[config.mk]
export PLATFORM = sky130hd
export DESIGN_NAME = dtm_regs
export DESIGN_NICKNAME = d
export VERILOG_FILES = /design/src/dtm_pkg.sv /design/src/dtm_regs.sv
export SDC_FILE = /design/constraint.sdc
export NUM_CORES = 1
export LEC_CHECK = 0
export ABC_AREA = 0
export BUFFER_PORTS_ARGS = -buffer_cell sky130_fd_sc_hd__clkbuf_2
export CORE_UTILIZATION = 40
export DETAILED_ROUTE_END_ITERATION = 7
export MAX_ROUTING_LAYER = met4
export SYNTH_ARGS = -nofsm -noshare
export SYNTH_HDL_FRONTEND = slang
export SYNTH_SLANG_ARGS = --single-unit
[constraint.sdc]
create_clock -name core_clk -period 8.1 [get_ports core_clk]
set_clock_uncertainty 0.2 [all_clocks]
set_input_delay 1.215 -clock core_clk [delete_from_list [all_inputs] [get_ports core_clk]]
set_output_delay 1.215 -clock core_clk [all_outputs]
set_load 0.02 [all_outputs]
[src/dtm_pkg.sv]
package dtm_pkg;
    // Read addresses
    localparam logic [7:0] RD_LOCAL_TEMP = 8'h00;
    localparam logic [7:0] RD_REMOTE_TEMP = 8'h01;
    localparam logic [7:0] RD_STATUS = 8'h02;
    localparam logic [7:0] RD_CONFIG = 8'h03;
    localparam logic [7:0] RD_CONV_RATE = 8'h04;
    localparam logic [7:0] RD_LOCAL_HIGH = 8'h05;
    localparam logic [7:0] RD_LOCAL_LOW = 8'h06;
    localparam logic [7:0] RD_REMOTE_HIGH = 8'h07;
    localparam logic [7:0] RD_REMOTE_LOW = 8'h08;
    localparam logic [7:0] RD_MAKER_ID = 8'hfe;
    localparam logic [7:0] RD_DIE_REV = 8'hff;
    // Write addresses
    localparam logic [7:0] WR_CONFIG = 8'h09;
    localparam logic [7:0] WR_CONV_RATE = 8'h0a;
    localparam logic [7:0] WR_LOCAL_HIGH = 8'h0b;
    localparam logic [7:0] WR_LOCAL_LOW = 8'h0c;
    localparam logic [7:0] WR_REMOTE_HIGH = 8'h0d;
    localparam logic [7:0] WR_REMOTE_LOW = 8'h0e;
    localparam logic [7:0] WR_ONE_SHOT = 8'h0f;
    // Reset values and result floor
    localparam logic [7:0] TEMP_RESET = 8'h80;
    localparam logic [7:0] HIGH_RESET = 8'h7f;
    localparam logic [7:0] LOW_RESET = 8'hc9;
    localparam logic [7:0] CONFIG_RESET = 8'h00;
    localparam logic [7:0] RATE_RESET = 8'h02;
    localparam logic [7:0] PTR_RESET = 8'h00;
    localparam logic [7:0] TEMP_FLOOR = 8'hbf;
    // Arbitrary identity values
    localparam logic [7:0] MAKER_ID_DEFAULT = 8'h5a;
    localparam logic [7:0] DIE_REV_DEFAULT = 8'h01;
    // Field positions
    localparam int CFG_MASK_BIT = 7;
    localparam int CFG_STOP_BIT = 6;
    localparam int ST_BUSY_BIT = 7;
    localparam int ST_LOVER_BIT = 6;
    localparam int ST_LUNDER_BIT = 5;
    localparam int ST_ROVER_BIT = 4;
    localparam int ST_RUNDER_BIT = 3;
    localparam int ST_OPEN_BIT = 2;
    // Samples per averaged result
    localparam int AVG_COUNT = 16;
    localparam int AVG_SHIFT = 4;
    typedef enum logic [1:0] {BUS_IDLE, BUS_PTR, BUS_DATA} dtm_bus_t;
endpackage

[src/dtm_regs.sv]
`timescale 1ns/1ns
// Functional notes
// - Each result averages sixteen raw samples
// - Results are 8-bit two's complement degrees
// - Stored results clamp to -65 minimum
// - Store results then compare against limits
// - Separate read and write addresses
// - First write byte loads the pointer
// - Value registers are converter-written only
// - Status bit 7 shows conversion busy
// - Status bits 6..3 hold limit trips
// - Status bit 2 flags open remote sensor
// - Any flag sets alert latch, alert low
// - Status read clears flags no longer active
// - Flag stays while condition persists
// - Flags stay until status read or reset
// - Value registers reset to 0x80
// - High limits 0x7F, low limits 0xC9
// - Limit, config, rate read/write addresses
// - Write to 0x0F runs until one remote result lands
// - Strict greater / strict less comparisons
// - Config mask, stop bit, standby pin
// - Alert latch released only by servicing
module dtm_regs
    import dtm_pkg::*;
#(
    parameter logic [7:0] MAKER_ID = MAKER_ID_DEFAULT,
    parameter logic [7:0] DIE_REV = DIE_REV_DEFAULT
)
(
    input wire logic core_clk,
    input wire logic rstn,
    input wire logic bus_start,
    input wire logic bus_wr_valid,
    input wire logic [7:0] bus_wr_data,
    input wire logic bus_rd_req,
    input wire logic alert_service,
    input wire logic adc_valid,
    input wire logic adc_channel,
    input wire logic [7:0] adc_sample,
    input wire logic adc_busy,
    input wire logic remote_open,
    input wire logic standby_pin_n,
    output logic [7:0] bus_rd_data_q,
    output logic convert_run_q,
    output logic [2:0] conv_rate_q,
    output logic alert_n_q
);
    import dtm_pkg::*;

    dtm_bus_t bus_state_q;
    logic [7:0] ptr_q;
    logic [7:0] local_temp_q;
    logic [7:0] remote_temp_q;
    logic [7:0] config_q;
    logic [7:0] rate_q;
    logic [7:0] limit_q [4];
    logic [4:0] flags_q;
    logic alert_latch_q;
    logic one_shot_q;
    logic [11:0] acc_q [2];
    logic [3:0] cnt_q [2];
    logic [4:0] cond;
    logic [7:0] status_view;
    logic [7:0] rd_mux;
    logic standby;
    logic wr_data;
    logic [7:0] avg [2];
    logic avg_done [2];

    assign standby = config_q[CFG_STOP_BIT] | ~standby_pin_n;
    assign wr_data = bus_wr_valid & (bus_state_q == BUS_DATA);

    // Bus byte sequencing: first byte after start is always the pointer
    always_ff @(posedge core_clk or negedge rstn)
    begin
        if (!rstn)
            bus_state_q <= BUS_IDLE;
        else if (bus_start)
            bus_state_q <= BUS_PTR;
        else if (bus_wr_valid && bus_state_q == BUS_PTR)
            bus_state_q <= BUS_DATA;
    end

    always_ff @(posedge core_clk or negedge rstn)
    begin
        if (!rstn)
            ptr_q <= PTR_RESET;
        else if (bus_wr_valid && bus_state_q == BUS_PTR)
            ptr_q <= bus_wr_data;
    end

    // Config and rate; only low three rate bits carry meaning
    always_ff @(posedge core_clk or negedge rstn)
    begin
        if (!rstn)
        begin
            config_q <= CONFIG_RESET;
            rate_q <= RATE_RESET;
        end
        else if (wr_data)
        begin
            if (ptr_q == WR_CONFIG)
                config_q <= bus_wr_data;
            if (ptr_q == WR_CONV_RATE)
                rate_q <= bus_wr_data;
        end
    end

    // Limit registers written at their own write addresses
    generate
        for (genvar i = 0; i < 4; i++)
        begin : g_lim
            always_ff @(posedge core_clk or negedge rstn)
            begin
                if (!rstn)
                    limit_q[i] <= (i[0] == 1'b0) ? HIGH_RESET : LOW_RESET;
                else if (wr_data && ptr_q == WR_LOCAL_HIGH + 8'(i))
                    limit_q[i] <= bus_wr_data;
            end
        end
    endgenerate

    // One-shot request, held until the converter has produced a remote result
    always_ff @(posedge core_clk or negedge rstn)
    begin
        if (!rstn)
            one_shot_q <= 1'b0;
        else if (wr_data && ptr_q == WR_ONE_SHOT)
            one_shot_q <= 1'b1;
        else if (avg_done[1])
            one_shot_q <= 1'b0;
    end

    chk_oneshot_ends: assert property (@(posedge core_clk) disable iff (!rstn)
        (avg_done[1] && !(wr_data && ptr_q == WR_ONE_SHOT)) |=> !one_shot_q)
        else $error("one-shot request outlived its result");

    always_ff @(posedge core_clk or negedge rstn)
    begin
        if (!rstn)
            convert_run_q <= 1'b0;
        else
            convert_run_q <= ~standby | one_shot_q;
    end

    always_ff @(posedge core_clk or negedge rstn)
    begin
        if (!rstn)
            conv_rate_q <= 3'h0;
        else
            conv_rate_q <= rate_q[2:0];
    end

    // Averaging filter per channel; floor at -65 degrees
    // A stop keeps the partial sum, so the next run first finishes that average
    generate
        for (genvar c = 0; c < 2; c++)
        begin : g_avg
            logic [11:0] sum;
            logic [7:0] mean;
            assign sum = acc_q[c] + {{4{adc_sample[7]}}, adc_sample};
            assign mean = sum[AVG_SHIFT +: 8];
            assign avg_done[c] = adc_valid && adc_channel == c[0] && cnt_q[c] == 4'(AVG_COUNT - 1);
            assign avg[c] = ($signed(mean) < $signed(TEMP_FLOOR)) ? TEMP_FLOOR : mean;
            always_ff @(posedge core_clk or negedge rstn)
            begin
                if (!rstn)
                begin
                    acc_q[c] <= 12'h000;
                    cnt_q[c] <= 4'h0;
                end
                else if (adc_valid && adc_channel == c[0] && convert_run_q)
                begin
                    acc_q[c] <= avg_done[c] ? 12'h000 : sum;
                    cnt_q[c] <= cnt_q[c] + 4'h1;
                end
            end
        end
    endgenerate

    // Value registers only take converter results
    always_ff @(posedge core_clk or negedge rstn)
    begin
        if (!rstn)
        begin
            local_temp_q <= TEMP_RESET;
            remote_temp_q <= TEMP_RESET;
        end
        else if (convert_run_q)
        begin
            if (avg_done[0])
                local_temp_q <= avg[0];
            if (avg_done[1])
                remote_temp_q <= avg[1];
        end
    end

    // Live comparisons against stored values, so flags track the registers
    assign cond[4] = $signed(local_temp_q) > $signed(limit_q[0]);
    assign cond[3] = $signed(local_temp_q) < $signed(limit_q[1]);
    assign cond[2] = $signed(remote_temp_q) > $signed(limit_q[2]);
    assign cond[1] = $signed(remote_temp_q) < $signed(limit_q[3]);
    assign cond[0] = remote_open;

    // Sticky flags: a live condition always wins over the read clear
    always_ff @(posedge core_clk or negedge rstn)
    begin
        if (!rstn)
            flags_q <= 5'h00;
        else if (bus_rd_req && ptr_q == RD_STATUS)
            flags_q <= cond;
        else
            flags_q <= flags_q | cond;
    end

    chk_read_clear: assert property (@(posedge core_clk) disable iff (!rstn)
        (bus_rd_req && ptr_q == RD_STATUS && !cond[0]) |=> !flags_q[0])
        else $error("open flag survived status read");

    // Alert latch, released by servicing only once flags are clear
    always_ff @(posedge core_clk or negedge rstn)
    begin
        if (!rstn)
            alert_latch_q <= 1'b0;
        else if (|flags_q)
            alert_latch_q <= 1'b1;
        else if (alert_service)
            alert_latch_q <= 1'b0;
    end

    chk_latch_release: assert property (@(posedge core_clk) disable iff (!rstn)
        (alert_service && flags_q == 5'h00) |=> !alert_latch_q)
        else $error("serviced alert latch not released");

    always_ff @(posedge core_clk or negedge rstn)
    begin
        if (!rstn)
            alert_n_q <= 1'b1;
        else
            alert_n_q <= ~(alert_latch_q & ~config_q[CFG_MASK_BIT]);
    end

    assign status_view = {adc_busy & convert_run_q, flags_q, 2'b00};

    chk_busy_view: assert property (@(posedge core_clk) disable iff (!rstn)
        (bus_rd_req && ptr_q == RD_STATUS) |=> bus_rd_data_q[ST_BUSY_BIT] == ($past(adc_busy) & $past(convert_run_q)))
        else $error("busy bit wrong in status read");

    // Read mux; write-only and unmapped addresses read zero
    always_comb
    begin
        case (ptr_q)
            RD_LOCAL_TEMP: rd_mux = local_temp_q;
            RD_REMOTE_TEMP: rd_mux = remote_temp_q;
            RD_STATUS: rd_mux = status_view;
            RD_CONFIG: rd_mux = config_q;
            RD_CONV_RATE: rd_mux = rate_q;
            RD_LOCAL_HIGH: rd_mux = limit_q[0];
            RD_LOCAL_LOW: rd_mux = limit_q[1];
            RD_REMOTE_HIGH: rd_mux = limit_q[2];
            RD_REMOTE_LOW: rd_mux = limit_q[3];
            RD_MAKER_ID: rd_mux = MAKER_ID;
            RD_DIE_REV: rd_mux = DIE_REV;
            default: rd_mux = 8'h00;
        endcase
    end

    always_ff @(posedge core_clk or negedge rstn)
    begin
        if (!rstn)
            bus_rd_data_q <= 8'h00;
        else if (bus_rd_req)
            bus_rd_data_q <= rd_mux;
    end

    // Guards on stored values, pointer, flags and alert; mask must stay clear two cycles for the alert
    chk_flag_holds: assert property (@(posedge core_clk) disable iff (!rstn)
        cond[4] |=> flags_q[4])
        else $error("local over flag cleared while active");
    chk_alert_sets: assert property (@(posedge core_clk) disable iff (!rstn)
        (|flags_q && !config_q[CFG_MASK_BIT]) ##1 !config_q[CFG_MASK_BIT] |=> !alert_n_q)
        else $error("alert not asserted");
    chk_value_floor: assert property (@(posedge core_clk) disable iff (!rstn)
        $changed(local_temp_q) |-> $signed(local_temp_q) >= $signed(TEMP_FLOOR))
        else $error("local value below floor");
    chk_ptr_load: assert property (@(posedge core_clk) disable iff (!rstn)
        (bus_wr_valid && bus_state_q == BUS_PTR) |=> ptr_q == $past(bus_wr_data))
        else $error("pointer not loaded");
    chk_status_sticky: assert property (@(posedge core_clk) disable iff (!rstn)
        (flags_q[0] && !(bus_rd_req && ptr_q == RD_STATUS)) |=> flags_q[0])
        else $error("open flag dropped without read");
    chk_latch_hold: assert property (@(posedge core_clk) disable iff (!rstn)
        (alert_latch_q && !alert_service) |=> alert_latch_q)
        else $error("alert latch released early");
    chk_mask_alert: assert property (@(posedge core_clk) disable iff (!rstn)
        config_q[CFG_MASK_BIT] |=> alert_n_q)
        else $error("masked alert driven");
    chk_read_unmapped: assert property (@(posedge core_clk) disable iff (!rstn)
        (bus_rd_req && ptr_q >= WR_CONFIG && ptr_q < RD_MAKER_ID) |=> bus_rd_data_q == 8'h00)
        else $error("unmapped read not zero");
    chk_hold_standby: assert property (@(posedge core_clk) disable iff (!rstn)
        !convert_run_q |=> $stable(remote_temp_q))
        else $error("value changed in standby");
endmodule

==> metrics <==
gate count of the mapped netlist=729; count of final hold-check violations=0; GR Util met3=5.41%; met1 Track Usage GR=29.3%; maximum number of pins on one net before global-route repair=47; Mapped Avg Cell Area=9.89 µm²; clock tree from TritonCTS=yes; final number of max-transition violations=0; r2r worst-path depth=11; Detailed Place HPWL=14000 µm; Boundary Pins=40; endpoint of the lowest-slack register-to-register path=local_temp_q[3]; final cycle utilization of the critical path=50.5%; ordered cell list for the critical path=clkbuf_2 > ha_1 > a211o_1 > a211o_1 > a21boi_0 > xnor2_1 > o211ai_1 > nor4b_1 > o21bai_1 > ha_1 > or3_1 > o22a_1; Final Core Density=46.9%; # hold bufs at CTS=0; non-filler cells, final=1008; Tot GR Track Use=23.0%; Peak supply drop=0.000158 V; global-route track usage on met2=35.5%; synthesized-area fraction occupied by xor and xnor cells=2.92%; static leakage power=3.93 nW; area of the core region=17500 µm²; clock-pin transition on the worst setup and hold timing paths=0.05 ns; number of inserted filler cells in the final layout=1639; vertical extent of the die=136 µm; Synthesized Nets=814; number of design rule violations left after detail routing=0; type of destination of the critical path=flip-flop; Required @ worst endpoint=8.21 ns; number of enable-type register cells in the synthesized netlist=0; number of placed cells counting well taps=976; Setup crit start kind=primary input; peak clock frequency supported by timing=244 MHz; number of cells traversed by the worst hold path=0; biggest cell delay along the critical path=0.45 ns; cell family contributing the most delay on the critical path=compound AO/OA/AOI/OAI gates; beginning of the critical path=adc_sample[1]; Port Buffer Count=39; number of buffers on the longest clock path=2; count of state elements after synthesis=126; area of the multi-input gates=3720 µm²; area share of and/or/nand/nor cells after synthesis=13.5%; launch point of the worst reg-to-reg path=acc_q[13]; highest-utilization routing layer at the global route stage=met2; share of the synthesized area in the top cell type=34.7%; setup repair after global routing missed its margin=false; end point of the worst hold path=conv_rate_q[2]; source-to-sink clock delay at the later pin of the worst-skew pair=0.42 ns; post-synthesis mux area share=4.96%; flop-to-flop setup slack=4.53 ns; Synth warnings=0; arrival time reported for the critical path endpoint=4.20 ns; Setup TNS=0 ns; remaining number of nets flagged by the antenna check after routing=0; GPL Wtd Cong=0.957; number of placement rows=48; 1st-iter DRT viols=508; storage element area=3190 µm²; start point of the worst min-delay path=rate_q[2]; routed via count=5753; synthesized cell area=7210 µm²; post-synthesis cell type count=68; H-tree Lvls=4; most instantiated flip-flop cell in the synthesis netlist=dfrtp_1; relative slew slack=30.8%; post-detailed-routing wire length=19200 µm; dpl cell area=7620 µm²; count of instances resized after the clock tree is built=0; die width=136 µm; clock net sink count=126; final instance area=8200 µm²; overall die area=18600 µm²; share of post-route cells with drive strength above 1=17.6%; Initial DRT Pass Iterations=6; Max-cap violations=0; complex-gate fraction of the synthesized area=20.0%; count of buffer and inverter cells on the critical path=1; slowest stage cell on the critical path=or3_1; Max FO, Critical Path=5; via count of the first global-routing pass=5646; Worst-Margin Slew=1.04 ns; Post-Synth Adder-Cell Area=10.3%; aggregate global routing overflow=0; main combinational cell family by area after synthesis=compound AO/OA/AOI/OAI gates; root buffer cell=clkbuf_16; average routed wire per standard cell=19.0 µm; largest area contributor in the netlist=dfrtp_1; top post-synthesis cells by area=dfrtp_1, ha_1, dfstp_2, o21ai_0, mux2_2; proportion of synthesized chip area in sequential cells=44.2%; type of the worst min-delay path=flip-flop to flip-flop; status=finished clean; antenna violations before repair=1; starting density of the core=41.2%; Tmin final=4.09 ns; count of nets after finishing=855; vias per std cell=5.71; type of the worst setup path=primary input to flip-flop; wire length of the first global-routing pass=30900 µm; total power density per cell area=216 nW/µm²; area growth from synthesis to layout=13.8%; Setup violations, final=0; Post-CTS Setup Inserts=0; FFs w/ async S/R, synth=100%; number of clock buffers inserted by TritonCTS=17
==> cells in the mapped netlist, types with 6 or more instances <==
cell type    n
nor2_1      44
o21a_1       9
dfrtp_1    100
ha_1        56
a22oi_1      7
a22o_1      15
nand3_1     18
xor2_1       6
nand2_1     70
o22ai_1     13
dfstp_2     26
xnor2_1     18
a21oi_1     44
nand2b_1    13
clkbuf_1    15
nand4_1      7
a21o_1      12
o21ai_0     63
mux2_2      28
nor3_1       6
inv_1       50
==> worst max-delay path by stage <==
stage | endpoint | depth (start not counted)
2_1_floorplan | local_temp_q[1] | 13
3_3_place_gp | local_temp_q[2] | 14
3_5_place_dp | local_temp_q[2] | 12
4_1_cts | local_temp_q[3] | 12
5_1_grt | remote_temp_q[4] | 14
6_report | local_temp_q[3] | 12
==> layout by cell type (no fill, tap or decap), types with 4 or more instances in the layout <==
master | Yosys | layout
o21a_1 | 9 | 9
nand3_1 | 18 | 18
clkinv_2 | 0 | 4
inv_1 | 50 | 50
a221o_1 | 5 | 5
nor2_1 | 44 | 44
nand2_1 | 70 | 70
clkbuf_8 | 0 | 4
xor2_1 | 6 | 6
clkbuf_16 | 0 | 17
o22ai_1 | 13 | 13
a21o_1 | 12 | 12
xnor2_1 | 18 | 18
buf_4 | 4 | 6
a22oi_1 | 7 | 7
a21oi_1 | 44 | 44
and3_1 | 5 | 5
ha_1 | 56 | 56
mux2_2 | 28 | 28
o21ai_0 | 63 | 63
a311oi_1 | 4 | 4
o22a_1 | 4 | 4
nand4_1 | 7 | 7
o31ai_1 | 5 | 5
or3_1 | 4 | 4
o211ai_1 | 4 | 4
a211oi_1 | 4 | 4
nand3b_1 | 4 | 4
dfrtp_1 | 100 | 100
nor3_1 | 6 | 6
nor2b_1 | 5 | 5
nand2b_1 | 13 | 13
a22o_1 | 15 | 15
clkbuf_2 | 0 | 38
dfstp_2 | 26 | 26
==> where the power goes <==
part / internal [mW] / switching (mW) / total, mW / leakage (nW)
Combinational: 0.127 / 0.190 / 0.317 / 2.10
Clock: 0.481 / 0.271 / 0.752 / 0.286
Sequential: 0.670 / 0.0306 / 0.701 / 1.54
Total: 1.28 / 0.491 / 1.77 / 3.93
==> cells by family after synthesis <==
logic type,count (synthesis)
compound gates,220
mux,31
flops,126
simple gates,197
buf+inv,73
fa+ha+maj,58
xor+xnor,24
==> final cells by class <==
type | instances | area share, %
tap | 225 | 3.43
sequential | 126 | 38.8
multi-input combinational | 530 | 45.4
timing repair buffer | 44 | 2.87
inverter | 51 | 2.33
clock buffer | 24 | 6.00
antenna | 1 | 0.0305
clock inverter | 7 | 1.07
==> metal layers <==
metal,part of all wire [%],wire (µm)
met5,0,0
met4,2.6,499
met3,5.3,1020
met2,46,8770
met1,46,8870
==> worst reg2reg max path, stage by stage, from the launching register on <==
cell	delay (ns)
dfrtp_1	0.39
ha_1	0.30
a211o_1	0.32
a211o_1	0.30
a21boi_0	0.25
xnor2_1	0.22
o211ai_1	0.15
nor4b_1	0.27
o21bai_1	0.10
ha_1	0.29
or3_1	0.45
o22a_1	0.21
==> sequential cells by signal, summed over array words and instances (netlist names) <==
signal,count
limit_q,32
acc_q,24
bus_rd_data_q,8
cnt_q,8
config_q,8
local_temp_q,8
ptr_q,8
rate_q,8
remote_temp_q,8
flags_q,5
conv_rate_q,3
bus_state_q,2
alert_latch_q,1
alert_n_q,1
convert_run_q,1
one_shot_q,1
==> stage by stage <==
step / total power [mW] / worst slack [ns] / hold slack (ns)
floorplan: 0.927 / 3.98 / 0.167
global placement: 1.02 / 3.60 / 0.194
detailed placement: 1.03 / 3.60 / 0.199
CTS: 1.78 / 4.02 / 0.208
global route: 1.85 / 3.78 / 0.217
finish: 1.77 / 4.01 / 0.205
No activity file was read; power rests on OpenSTA's default activity.
